[config.mk]
export PLATFORM = sky130hd
export DESIGN_NAME = acf_device_flat
export DESIGN_NICKNAME = d
export VERILOG_FILES = /design/src/acf_pkg.sv /design/src/acf_link_if.sv /design/src/acf_device.sv /design/src/flat_wrapper.sv
export SDC_FILE = /design/constraint.sdc
export NUM_CORES = 2
export LEC_CHECK = 0
export BUFFER_PORTS_ARGS = -buffer_cell sky130_fd_sc_hd__buf_4
export CORE_UTILIZATION = 25
export DETAILED_ROUTE_END_ITERATION = 10
export PLACE_DENSITY_LB_ADDON = 0.2
export SETUP_SLACK_MARGIN = 0.5
export SYNTH_ARGS = -nofsm -noshare
export SYNTH_HDL_FRONTEND = slang
export SYNTH_SLANG_ARGS = --single-unit
[constraint.sdc]
create_clock -name clk -period 76.2 [get_ports clk]
set_input_delay 19.05 -clock clk [delete_from_list [all_inputs] [get_ports clk]]
set_output_delay 19.05 -clock clk [all_outputs]
set_load 0.03 [all_outputs]
[src/acf_pkg.sv]
// constants and types shared by both ends of the sample buffer link
package acf_pkg;
	// ----------------------------------------------------------------
	// register offsets
	// ----------------------------------------------------------------
	localparam logic [7:0] ADDR_MOTION_THR = 8'h24;
	localparam logic [7:0] ADDR_STILL_THR = 8'h25;
	localparam logic [7:0] ADDR_STILL_DUR = 8'h26;
	localparam logic [7:0] ADDR_IRQ_MASK = 8'h2e;
	localparam logic [7:0] ADDR_IRQ_PINSEL = 8'h2f;
	localparam logic [7:0] ADDR_IRQ_FLAGS = 8'h30;
	localparam logic [7:0] ADDR_FORMAT = 8'h31;
	localparam logic [7:0] ADDR_AXIS_FIRST = 8'h32;
	localparam logic [7:0] ADDR_AXIS_LAST = 8'h37;
	localparam logic [7:0] ADDR_BUF_CTL = 8'h38;
	localparam logic [7:0] ADDR_BUF_STATUS = 8'h39;
	// ----------------------------------------------------------------
	// field positions and reset values
	// ----------------------------------------------------------------
	localparam int FLAG_READY = 7;
	localparam int FLAG_ACT = 4;
	localparam int FLAG_STILL = 3;
	localparam int FLAG_WMARK = 1;
	localparam int FLAG_OVR = 0;
	localparam int FMT_INVERT = 5;
	localparam int CTL_MODE_LO = 6;
	localparam int CTL_TRIG_PIN = 5;
	localparam int CTL_SAMPLES_W = 5;
	localparam int STATUS_TRIGGERED = 7;
	localparam logic [7:0] REG_RESET = 8'h00;
	localparam int MAG_SHIFT = 4;
	// ----------------------------------------------------------------
	// buffer shape and timing
	// ----------------------------------------------------------------
	localparam int SAMPLE_W = 48;
	localparam int BUF_DEPTH = 32;
	localparam int CLK_MHZ = 100;
	localparam int CLK_HZ = 100000000;
	localparam int POP_GAP_US = 5;
	localparam int POP_GAP_CYCLES = POP_GAP_US * CLK_MHZ;
	typedef enum logic [1:0] {
		ACF_BYPASS, ACF_FIFO, ACF_STREAM, ACF_TRIGGER
	} acf_mode_type;
endpackage

[src/acf_link_if.sv]
// register link and interrupt pins between host and sensor
`timescale 1ns/10ps
interface acf_link_if;
	logic sel;
	logic req;
	logic we;
	logic [7:0] addr;
	logic [7:0] wdata;
	logic [7:0] rdata;
	logic ack;
	logic interrupt_out_a;
	logic interrupt_out_b;
	modport dev(input sel, req, we, addr, wdata,
		output rdata, ack, interrupt_out_a, interrupt_out_b);
	modport host(output sel, req, we, addr, wdata,
		input rdata, ack, interrupt_out_a, interrupt_out_b);
endinterface

[src/acf_device.sv]
// sensor end: sample buffer, event flags, interrupt routing, registers
// Summary of operation
// - pins active high; invert bit makes low
// - mask enables source; pin-select picks A or B
// - host configures functions before enabling interrupts
// - host disables, reconfigures, then re-enables interrupt
// - flags latch, watermark follows count; data reads or flag read clear
// - sample flag high while unread data exists
// - activity when magnitude exceeds motion threshold
// - stillness below threshold longer than duration
// - watermark while count at or above samples
// - overrun on overwrite or full; clears on read
// - 32-entry xyz buffer with four modes
// - bypass keeps only the latest sample in the axis registers, buffer stays empty
// - fifo mode fills to 32 then stops
// - stream mode drops oldest when full
// - trigger keeps last n then acts fifo
// - host waits 5 us after trigger
// - one trigger until bypass then trigger rearms
// - buffered modes pop oldest into axis registers
// - any data read pops whole entry
// - host leaves 5 us after data reads
// - host drops select between buffer reads
`timescale 1ns/10ps

// --------------------------------------------------------------------
// sample buffer
// --------------------------------------------------------------------
module acf_sample_fifo #(
	parameter int WIDTH = acf_pkg::SAMPLE_W,
	parameter int DEPTH = acf_pkg::BUF_DEPTH
) (
	// clock and reset
	input wire logic clk,
	input wire logic reset,
	// control
	input wire logic flush,
	input wire logic drop,
	// fill side
	input wire logic in_valid,
	output logic in_ready,
	input wire logic [WIDTH-1:0] in_data,
	// drain side
	output logic out_valid,
	input wire logic out_ready,
	output logic [WIDTH-1:0] out_data,
	output logic [$clog2(DEPTH):0] count
);
	localparam int AW = $clog2(DEPTH);
	typedef struct packed {
		logic [DEPTH-1:0][WIDTH-1:0] mem;
		logic [AW-1:0] rd;
		logic [AW-1:0] wr;
		logic [AW:0] cnt;
	} acf_fifo_type;
	acf_fifo_type s, next_s;
	logic take;
	logic put;

	function automatic logic [AW-1:0] acf_wrap(input logic [AW-1:0] p);
		acf_wrap = (p == AW'(DEPTH - 1)) ? '0 : p + AW'(1);
	endfunction

	assign out_valid = s.cnt != '0;
	assign out_data = s.mem[s.rd];
	assign count = s.cnt;
	// a drop frees the head slot, so a full buffer may still accept
	assign take = out_valid & ((out_ready & !flush) | drop);
	assign in_ready = !flush & ((s.cnt != (AW+1)'(DEPTH)) | take);
	assign put = in_valid & in_ready;

	always_comb begin
		next_s = s;
		if (flush) begin
			next_s.rd = '0;
			next_s.wr = '0;
			next_s.cnt = '0;
		end else begin
			if (put) begin
				next_s.mem[s.wr] = in_data;
				next_s.wr = acf_wrap(s.wr);
			end
			if (take) begin
				next_s.rd = acf_wrap(s.rd);
			end
			next_s.cnt = s.cnt + (AW+1)'(put) - (AW+1)'(take);
		end
	end

	always_ff @(posedge clk or posedge reset) begin
		if (reset) begin
			s <= '0;
		end else begin
			s <= next_s;
		end
	end
endmodule

// --------------------------------------------------------------------
// device end
// --------------------------------------------------------------------
module acf_device #(
	parameter int DEPTH = acf_pkg::BUF_DEPTH,
	parameter int TICKS_PER_SEC = acf_pkg::CLK_HZ
) (
	// clock and reset
	input wire logic clk,
	input wire logic reset,
	// measurement source
	input wire logic sample_valid,
	input wire logic [15:0] sample_x,
	input wire logic [15:0] sample_y,
	input wire logic [15:0] sample_z,
	// host link
	acf_link_if.dev link
);
	localparam int CW = $clog2(DEPTH) + 1;
	typedef struct packed {
		logic [7:0] motion_thr;
		logic [7:0] still_thr;
		logic [7:0] still_dur;
		logic [7:0] mask;
		logic [7:0] pinsel;
		logic [7:0] fmt;
		logic [7:0] ctl;
		logic [47:0] axis;
		logic axis_full;
		logic ovr;
		logic act;
		logic still;
		logic quiet;
		logic touched;
		logic triggered;
		logic trimming;
		logic sel_d;
		logic ack;
		logic [7:0] rdata;
		logic irq_a;
		logic irq_b;
		logic [31:0] tick;
		logic [7:0] secs;
	} acf_dev_type;
	acf_dev_type s, next_s;
	acf_pkg::acf_mode_type mode;
	logic [47:0] sample;
	logic [7:0] flags;
	logic [7:0] route;
	logic [7:0] mag;
	logic [CW-1:0] cnt;
	logic [CW-1:0] n_keep;
	logic raw_a, raw_b, rd, wr, pop, full;
	logic f_in_valid, f_in_ready, f_out_valid, f_out_ready, f_drop;
	logic [47:0] f_out_data;

	function automatic logic [7:0] acf_abs8(input logic [15:0] v);
		logic [15:0] a;
		a = v[15] ? 16'(-v) : v;
		acf_abs8 = a[acf_pkg::MAG_SHIFT +: 8];
	endfunction

	function automatic logic [7:0] acf_max8(input logic [7:0] a,
		input logic [7:0] b);
		acf_max8 = (a > b) ? a : b;
	endfunction

	assign sample = {sample_z, sample_y, sample_x};
	assign link.rdata = s.rdata;
	assign link.ack = s.ack;
	assign link.interrupt_out_a = s.irq_a;
	assign link.interrupt_out_b = s.irq_b;

	acf_sample_fifo #(.WIDTH(48), .DEPTH(DEPTH)) u_fifo (
		.clk(clk),
		.reset(reset),
		.flush(mode == acf_pkg::ACF_BYPASS),
		.drop(f_drop),
		.in_valid(f_in_valid),
		.in_ready(f_in_ready),
		.in_data(sample),
		.out_valid(f_out_valid),
		.out_ready(f_out_ready),
		.out_data(f_out_data),
		.count(cnt)
	);

	always_comb begin
		next_s = s;
		mode = acf_pkg::acf_mode_type'(s.ctl[acf_pkg::CTL_MODE_LO +: 2]);
		n_keep = CW'(s.ctl[acf_pkg::CTL_SAMPLES_W-1:0]);
		full = cnt == CW'(DEPTH);
		mag = acf_max8(acf_abs8(sample_x),
			acf_max8(acf_abs8(sample_y), acf_abs8(sample_z)));
		flags = '0;
		flags[acf_pkg::FLAG_READY] = s.axis_full;
		flags[acf_pkg::FLAG_ACT] = s.act;
		flags[acf_pkg::FLAG_STILL] = s.still;
		flags[acf_pkg::FLAG_WMARK] = cnt >= n_keep;
		flags[acf_pkg::FLAG_OVR] = s.ovr;
		route = flags & s.mask;
		raw_a = |(route & ~s.pinsel);
		raw_b = |(route & s.pinsel);
		rd = link.req & !link.we;
		wr = link.req & link.we;
		next_s.ack = link.req;
		next_s.sel_d = link.sel;
		// a burst ends when select drops or the address walks past data
		pop = s.touched & ((s.sel_d & !link.sel)
			| (rd & (link.addr > acf_pkg::ADDR_AXIS_LAST)));
		// ------------------------------------------------------------
		// register access
		// ------------------------------------------------------------
		if (rd) begin
			next_s.rdata = 8'h00;
			if (link.addr >= acf_pkg::ADDR_AXIS_FIRST
				&& link.addr <= acf_pkg::ADDR_AXIS_LAST) begin
				next_s.rdata = s.axis[{3'(link.addr
					- acf_pkg::ADDR_AXIS_FIRST), 3'b000} +: 8];
				next_s.touched = 1'b1;
			end
			case (link.addr)
				acf_pkg::ADDR_MOTION_THR: next_s.rdata = s.motion_thr;
				acf_pkg::ADDR_STILL_THR: next_s.rdata = s.still_thr;
				acf_pkg::ADDR_STILL_DUR: next_s.rdata = s.still_dur;
				acf_pkg::ADDR_IRQ_MASK: next_s.rdata = s.mask;
				acf_pkg::ADDR_IRQ_PINSEL: next_s.rdata = s.pinsel;
				acf_pkg::ADDR_FORMAT: next_s.rdata = s.fmt;
				acf_pkg::ADDR_BUF_CTL: next_s.rdata = s.ctl;
				acf_pkg::ADDR_BUF_STATUS: begin
					next_s.rdata = 8'(cnt);
					next_s.rdata[acf_pkg::STATUS_TRIGGERED] = s.triggered;
				end
				acf_pkg::ADDR_IRQ_FLAGS: begin
					next_s.rdata = flags;
					next_s.act = 1'b0;
					next_s.still = 1'b0;
				end
				default: begin
				end
			endcase
		end
		if (wr) begin
			case (link.addr)
				acf_pkg::ADDR_MOTION_THR: next_s.motion_thr = link.wdata;
				acf_pkg::ADDR_STILL_THR: next_s.still_thr = link.wdata;
				acf_pkg::ADDR_STILL_DUR: next_s.still_dur = link.wdata;
				acf_pkg::ADDR_IRQ_MASK: next_s.mask = link.wdata;
				acf_pkg::ADDR_IRQ_PINSEL: next_s.pinsel = link.wdata;
				acf_pkg::ADDR_FORMAT: next_s.fmt = link.wdata;
				acf_pkg::ADDR_BUF_CTL: next_s.ctl = link.wdata;
				default: begin
				end
			endcase
		end
		if (pop) begin
			next_s.axis_full = 1'b0;
			next_s.touched = 1'b0;
			next_s.ovr = 1'b0;
		end
		// ------------------------------------------------------------
		// motion detection, running in every buffer mode
		// ------------------------------------------------------------
		next_s.tick = (s.tick == 32'(TICKS_PER_SEC - 1)) ? '0
			: s.tick + 32'h1;
		if (s.tick == 32'(TICKS_PER_SEC - 1) && s.quiet
			&& s.secs != 8'hff) begin
			next_s.secs = s.secs + 8'h01;
		end
		if (sample_valid) begin
			if (mag > s.motion_thr) begin
				next_s.act = 1'b1;
			end
			next_s.quiet = mag < s.still_thr;
			if (!(mag < s.still_thr)) begin
				next_s.secs = '0;
			end
		end
		if (s.quiet && s.secs > s.still_dur) begin
			next_s.still = 1'b1;
		end
		// ------------------------------------------------------------
		// sample path
		// ------------------------------------------------------------
		if (mode == acf_pkg::ACF_BYPASS) begin
			next_s.triggered = 1'b0;
			next_s.trimming = 1'b0;
			if (sample_valid) begin
				if (s.axis_full) begin
					next_s.ovr = 1'b1;
				end
				next_s.axis = sample;
				next_s.axis_full = 1'b1;
			end
		end else if (sample_valid && full) begin
			next_s.ovr = 1'b1;
		end
		// stream, and trigger before its event, make room by dropping
		f_drop = (sample_valid & full & (mode == acf_pkg::ACF_STREAM
			| (mode == acf_pkg::ACF_TRIGGER & !s.triggered)))
			| (s.trimming & (cnt > n_keep));
		// trimming runs one entry a cycle, far inside the host's wait
		if (s.trimming && !(cnt > n_keep)) begin
			next_s.trimming = 1'b0;
		end
		f_in_valid = sample_valid & (mode != acf_pkg::ACF_BYPASS)
			& !s.trimming;
		f_out_ready = (mode != acf_pkg::ACF_BYPASS) & !s.axis_full;
		if (f_out_valid && f_out_ready) begin
			next_s.axis = f_out_data;
			next_s.axis_full = 1'b1;
		end
		if (mode == acf_pkg::ACF_TRIGGER && !s.triggered
			&& (s.ctl[acf_pkg::CTL_TRIG_PIN] ? raw_b : raw_a)) begin
			next_s.triggered = 1'b1;
			next_s.trimming = 1'b1;
		end
		next_s.irq_a = raw_a ^ s.fmt[acf_pkg::FMT_INVERT];
		next_s.irq_b = raw_b ^ s.fmt[acf_pkg::FMT_INVERT];
	end

	always_ff @(posedge clk or posedge reset) begin
		if (reset) begin
			s <= '0;
		end else begin
			s <= next_s;
		end
	end
endmodule

[src/flat_wrapper.sv]
// flat-port wrapper written by rule: the top's interface ports become plain ports
module acf_device_flat 
#(
	parameter int DEPTH = acf_pkg::BUF_DEPTH,
	parameter int TICKS_PER_SEC = acf_pkg::CLK_HZ
)
  (clk, reset, sample_valid, sample_x, sample_y, sample_z, link_sel, link_req, link_we, link_addr, link_wdata, link_rdata, link_ack, link_interrupt_out_a, link_interrupt_out_b);
  acf_link_if link_i ();
  input wire logic clk;
  input wire logic reset;
  input wire logic sample_valid;
  input wire logic [15:0] sample_x;
  input wire logic [15:0] sample_y;
  input wire logic [15:0] sample_z;
  input wire logic [$bits(link_i.sel)-1:0] link_sel;
  input wire logic [$bits(link_i.req)-1:0] link_req;
  input wire logic [$bits(link_i.we)-1:0] link_we;
  input wire logic [$bits(link_i.addr)-1:0] link_addr;
  input wire logic [$bits(link_i.wdata)-1:0] link_wdata;
  output wire logic [$bits(link_i.rdata)-1:0] link_rdata;
  output wire logic [$bits(link_i.ack)-1:0] link_ack;
  output wire logic [$bits(link_i.interrupt_out_a)-1:0] link_interrupt_out_a;
  output wire logic [$bits(link_i.interrupt_out_b)-1:0] link_interrupt_out_b;
  assign link_i.sel = link_sel;
  assign link_i.req = link_req;
  assign link_i.we = link_we;
  assign link_i.addr = link_addr;
  assign link_i.wdata = link_wdata;
  assign link_rdata = link_i.rdata;
  assign link_ack = link_i.ack;
  assign link_interrupt_out_a = link_i.interrupt_out_a;
  assign link_interrupt_out_b = link_i.interrupt_out_b;
  acf_device #(.DEPTH(DEPTH), .TICKS_PER_SEC(TICKS_PER_SEC)) u_core (.clk(clk), .reset(reset), .sample_valid(sample_valid), .sample_x(sample_x), .sample_y(sample_y), .sample_z(sample_z), .link(link_i));
endmodule
==> results.sh <==
export IMPL_post_place_ws_ns=50.16
export IMPL_crit_path_start="sample_z[0]"
export IMPL_fp_dieArea_um2=324000
export IMPL_grt_pass1_wl_um=372200
export IMPL_cts_buffers=196
export IMPL_dpl_cell_count=9187
export IMPL_postSynth_topFlopCell="dfrtp_1"
export IMPL_tritoncts_num_sinks=1716
export IMPL_critical_path_slowest_cell="nor4_2"
export IMPL_worstReg2RegStart="u_core.u_fifo.s[11]$_DFFE_PP0P_"
export IMPL_vias_in_the_first_global_route=48680
export IMPL_final_period_minus_worst_setup_slack_ns=25.21
export IMPL_post_route_worst_setup_slack_ns=50.99
export IMPL_area_growth_syn_to_layout_pct=13.77
export IMPL_initialDrtViolationCount=2898
export IMPL_initial_utilization_pct=25.21
export IMPL_ctsLongestPathBuffers=4
export IMPL_final_cell_area_um2=91510
export IMPL_worst_r2r_dst="u_core.s[99]$_DFFE_PP0P_"
export IMPL_synth_lib_cells_used_distinct=78
export IMPL_via_per_inst=4.811
export IMPL_finish_utilization_pct=28.68
export IMPL_hold_fix_buffer_count_after_cts=0
export IMPL_final_hold_violation_count=0
export IMPL_grt_usage_pct=15.82
export IMPL_die_h_um=569.2
export IMPL_multi_input_comb_area_um2=35280
export IMPL_routed_wire_length_per_instance_um=26.84
export IMPL_crit_path_start_kind="primary input"
export IMPL_sequential_cell_area_um2=42960
export IMPL_cp_arrival_ns=25.90
export IMPL_grt_met3_usage_pct=1.773
export IMPL_holdWs_ns=0.4661
export IMPL_total_negative_setup_slack_ns=0
export IMPL_timing_worst_setup_path_type="primary input to flip-flop"
export IMPL_finish_net_count=5234
export IMPL_grt_antenna_before_repair=25
export IMPL_grt_most_used_layer="met2"
export IMPL_timing_clock_skew_ns=0.05526
export IMPL_syn_inst=5236
export IMPL_die_w_um=569.2
export IMPL_finalSetupViolations=0
export IMPL_run_status="finished clean"
export IMPL_ys_seq_elements=1716
export IMPL_fp_coreArea_um2=319100
export IMPL_timing_critical_path_required_ns=76.89
export IMPL_layout_cells_non_filler=9540
export IMPL_placement_rows=207
export IMPL_gp_congestion=0.8439
export IMPL_clkLatencyLatePin_ns=0.88
export IMPL_cts_root_buffer="clkbuf_16"
export IMPL_totalWireLength_um=256100
export IMPL_worst_ir_drop_vdd_uv=18.23
export IMPL_route_vias_total=45900
export IMPL_worstHoldPathType="flip-flop to flip-flop"
export IMPL_leakagePower_nw=42.16
export IMPL_post_dp_hpwl_um=144900
export IMPL_cts_max_level=4
export IMPL_drt_antenna_violating_nets=0
export IMPL_ff2ff_setup_slack_ns=71.15
export IMPL_cts_reportedPaths_clkPinSlew_ns=0.06
export IMPL_report_final_slew_viol_count=0
export IMPL_layout_drive_gt1_share_pct=49.36
export IMPL_grt_max_degree=165
export IMPL_fraction_of_synthesis_flops_using_an_asynchronous_set_or_reset_pin_pct=100.0
export IMPL_globalRoute_totalOverflow=0
export IMPL_cts_repair_resized=0
export IMPL_ys_seq_area_share_pct=53.39
export IMPL_worst_slew_margin_rel_pct=17.93
export IMPL_avgSynthCellArea_um2=15.36
export IMPL_synth_yosys_warnings=0
export IMPL_worst_slew_pin_slew_ns=1.228
export IMPL_worstPathCellList="buf_4 -> nor4_2 -> nand2b_1 -> o31ai_1 -> xnor2_1 -> inv_1 -> ha_1 -> nand4_1 -> nor2_1 -> a211o_1 -> and2_1 -> mux2_2 -> ha_1 -> a21oi_1 -> a21boi_0 -> o32ai_1 -> mux2i_1 -> ha_1 -> and3_1 -> nand3_1 -> o221ai_1 -> nor3_1 -> a21oi_1 -> a22oi_1"
export IMPL_grt_setup_unrepaired="no"
export IMPL_edff_count_synth=0
export IMPL_end_kind="flip-flop"
export IMPL_port_buffers=80
export IMPL_fmax_mhz=39.67
export IMPL_cts_setup_buffers=0
export IMPL_max_cap_violations=0
export IMPL_critical_path_max_stage_delay_ns=1.03
export IMPL_post_route_drc_count=0
export IMPL_cp_common_cell="ha_1"
export IMPL_critical_path_max_fanout=34
export IMPL_met2_routing_resource_usage_after_global_routing_pct=26.39
export IMPL_total_power_mw=2.003
export IMPL_grt_util_met1_pct=21.90
export IMPL_final_fill_count=32040
export IMPL_first_pass_iters=5
export IMPL_syn_num_nets=5369
export IMPL_cell_depth_of_the_worst_flop_to_flop_path=7
export IMPL_placedInstanceArea_um2=85190
export IMPL_ioPinCount=81
export IMPL_syn_cell_area_um2=80430
export IMPL_crit_path_end="u_core.s[7]$_DFF_PP0_"
export IMPL_final_min_period_over_clock_period_pct=33.08
export IMPL_cts_tree="yes"
export IMPL_power_density_cell_area_nw_per_um2=21.89
export IMPL_worstHoldStart="u_core.s[39]$_DFF_PP0_"
[layout make-up]
class                           instances  share of cell area [%]
Timing Repair Buffer                  174                   1.482
Tap cell                             4284                   5.857
Multi-Input combinational cell       2953                   38.55
Clock buffer                          300                   6.378
Sequential cell                      1716                   46.94
Clock inverter                         46                  0.5141
Inverter                               60                  0.2543
Antenna cell                            7                 0.01914
[cell families (layout without fill, tap and decap cells)]
family	after synthesis	in the layout	share of synthesized area, %
flip-flops	1716	1716	53.39
AND/OR/NAND/NOR	387	387	2.553
XOR/XNOR	64	64	0.6969
multiplexers	2151	2151	36.80
AO/OA/AOI/OAI	288	288	2.301
other	0	7	0
buffers and inverters	567	580	3.274
adder cells (fa/ha/maj)	63	63	0.9893
[worst min path at each step]
stage                                  end  slack [ns]  depth (start not counted)
finish              u_core.s[39]$_DFF_PP0_        0.47                          1
global route        u_core.s[39]$_DFF_PP0_        0.49                          1
floorplan           u_core.s[39]$_DFF_PP0_        0.43                          1
detailed placement  u_core.s[39]$_DFF_PP0_        0.45                          1
CTS                 u_core.s[39]$_DFF_PP0_        0.47                          1
global placement    u_core.s[39]$_DFF_PP0_        0.46                          1
[placed cells by master, fill, tap and decap left out, drive strengths merged, types with 7 or more instances in the layout]
master,synthesis,final
inv,60,65
nand2b,12,12
o22ai,10,10
nand2,85,85
o21ai,50,50
nand3,66,66
clkinv,0,32
clkbuf,268,300
diode,0,7
o211ai,9,9
xnor2,31,31
a22oi,8,8
a21oi,98,98
mux4,487,487
nor2,76,76
buf,239,174
mux2i,85,85
nor4,13,13
dfrtp,1716,1716
nor3,11,11
a211oi,52,52
nand4,16,16
nor2b,55,55
and3,11,11
ha,62,62
mux2,1579,1579
a31oi,8,8
xor2,33,33
bufinv,0,7
a21o,11,11
[critical path, delay by kind of cell]
family	cells	cell delay, ns
buffers and inverters	2	0.29
muxes	2	0.67
adders and majority gates	3	1.02
AOI/OAI and AO/OA	8	2.40
and+or+nand+nor	8	2.24
xor gates and xnor gates	1	0.20
[power by group]
part / switching (mW) / leakage [nW] / internal (mW)
Combinational: 0.0766 / 15.4 / 0.0459
Clock: 0.392 / 3.12 / 0.549
Sequential: 0.0142 / 23.7 / 0.925
[registers in the layout, summed over array words and instances (netlist names)]
signal / cells
u_core.u_fifo.s: 1546
u_core.mode: 2
u_core.n_keep: 5
u_core.u_fifo.count: 6
u_core.s: 142
u_core.link.interrupt_out_b: 1
u_core.link.ack: 1
u_core.flags: 4
u_core.link.interrupt_out_a: 1
u_core.link.rdata: 8
[cells in the mapped netlist, types with 5 or more instances]
master | n | area, um^2
nor2b_1 | 55 | 344.1
o211ai_1 | 9 | 67.56
buf_6 | 22 | 247.7
ha_1 | 62 | 775.7
mux2_1 | 10 | 112.6
mux4_2 | 487 | 10970
a31oi_1 | 8 | 50.05
nor2_1 | 76 | 285.3
xnor2_1 | 31 | 271.5
mux2_2 | 1569 | 17670
xor2_1 | 33 | 289.0
buf_4 | 41 | 307.8
inv_1 | 59 | 221.5
and2_1 | 5 | 31.28
and3_1 | 11 | 68.82
buf_1 | 27 | 101.4
or2_2 | 5 | 31.28
nand2b_1 | 12 | 75.07
o22ai_1 | 10 | 62.56
mux2i_1 | 85 | 850.8
a21o_1 | 11 | 82.58
nand2_1 | 85 | 319.1
a21oi_1 | 98 | 490.5
clkbuf_1 | 268 | 1006
buf_2 | 149 | 745.7
a22oi_1 | 8 | 60.06
o21ai_0 | 49 | 245.2
nand4_1 | 16 | 100.1
a211oi_1 | 52 | 390.4
nor3_1 | 10 | 50.05
nor4_1 | 9 | 56.30
dfrtp_1 | 1716 | 42940
nand3_1 | 65 | 325.3
[routing by layer]
metal  up-vias  part of all wire [%]
li1      19260                     -
met2       842                    48
met3       288                   3.6
met4         2                   2.2
met5         -                0.0043
met1     25510                    46
(Power assumes the default switching activity.)
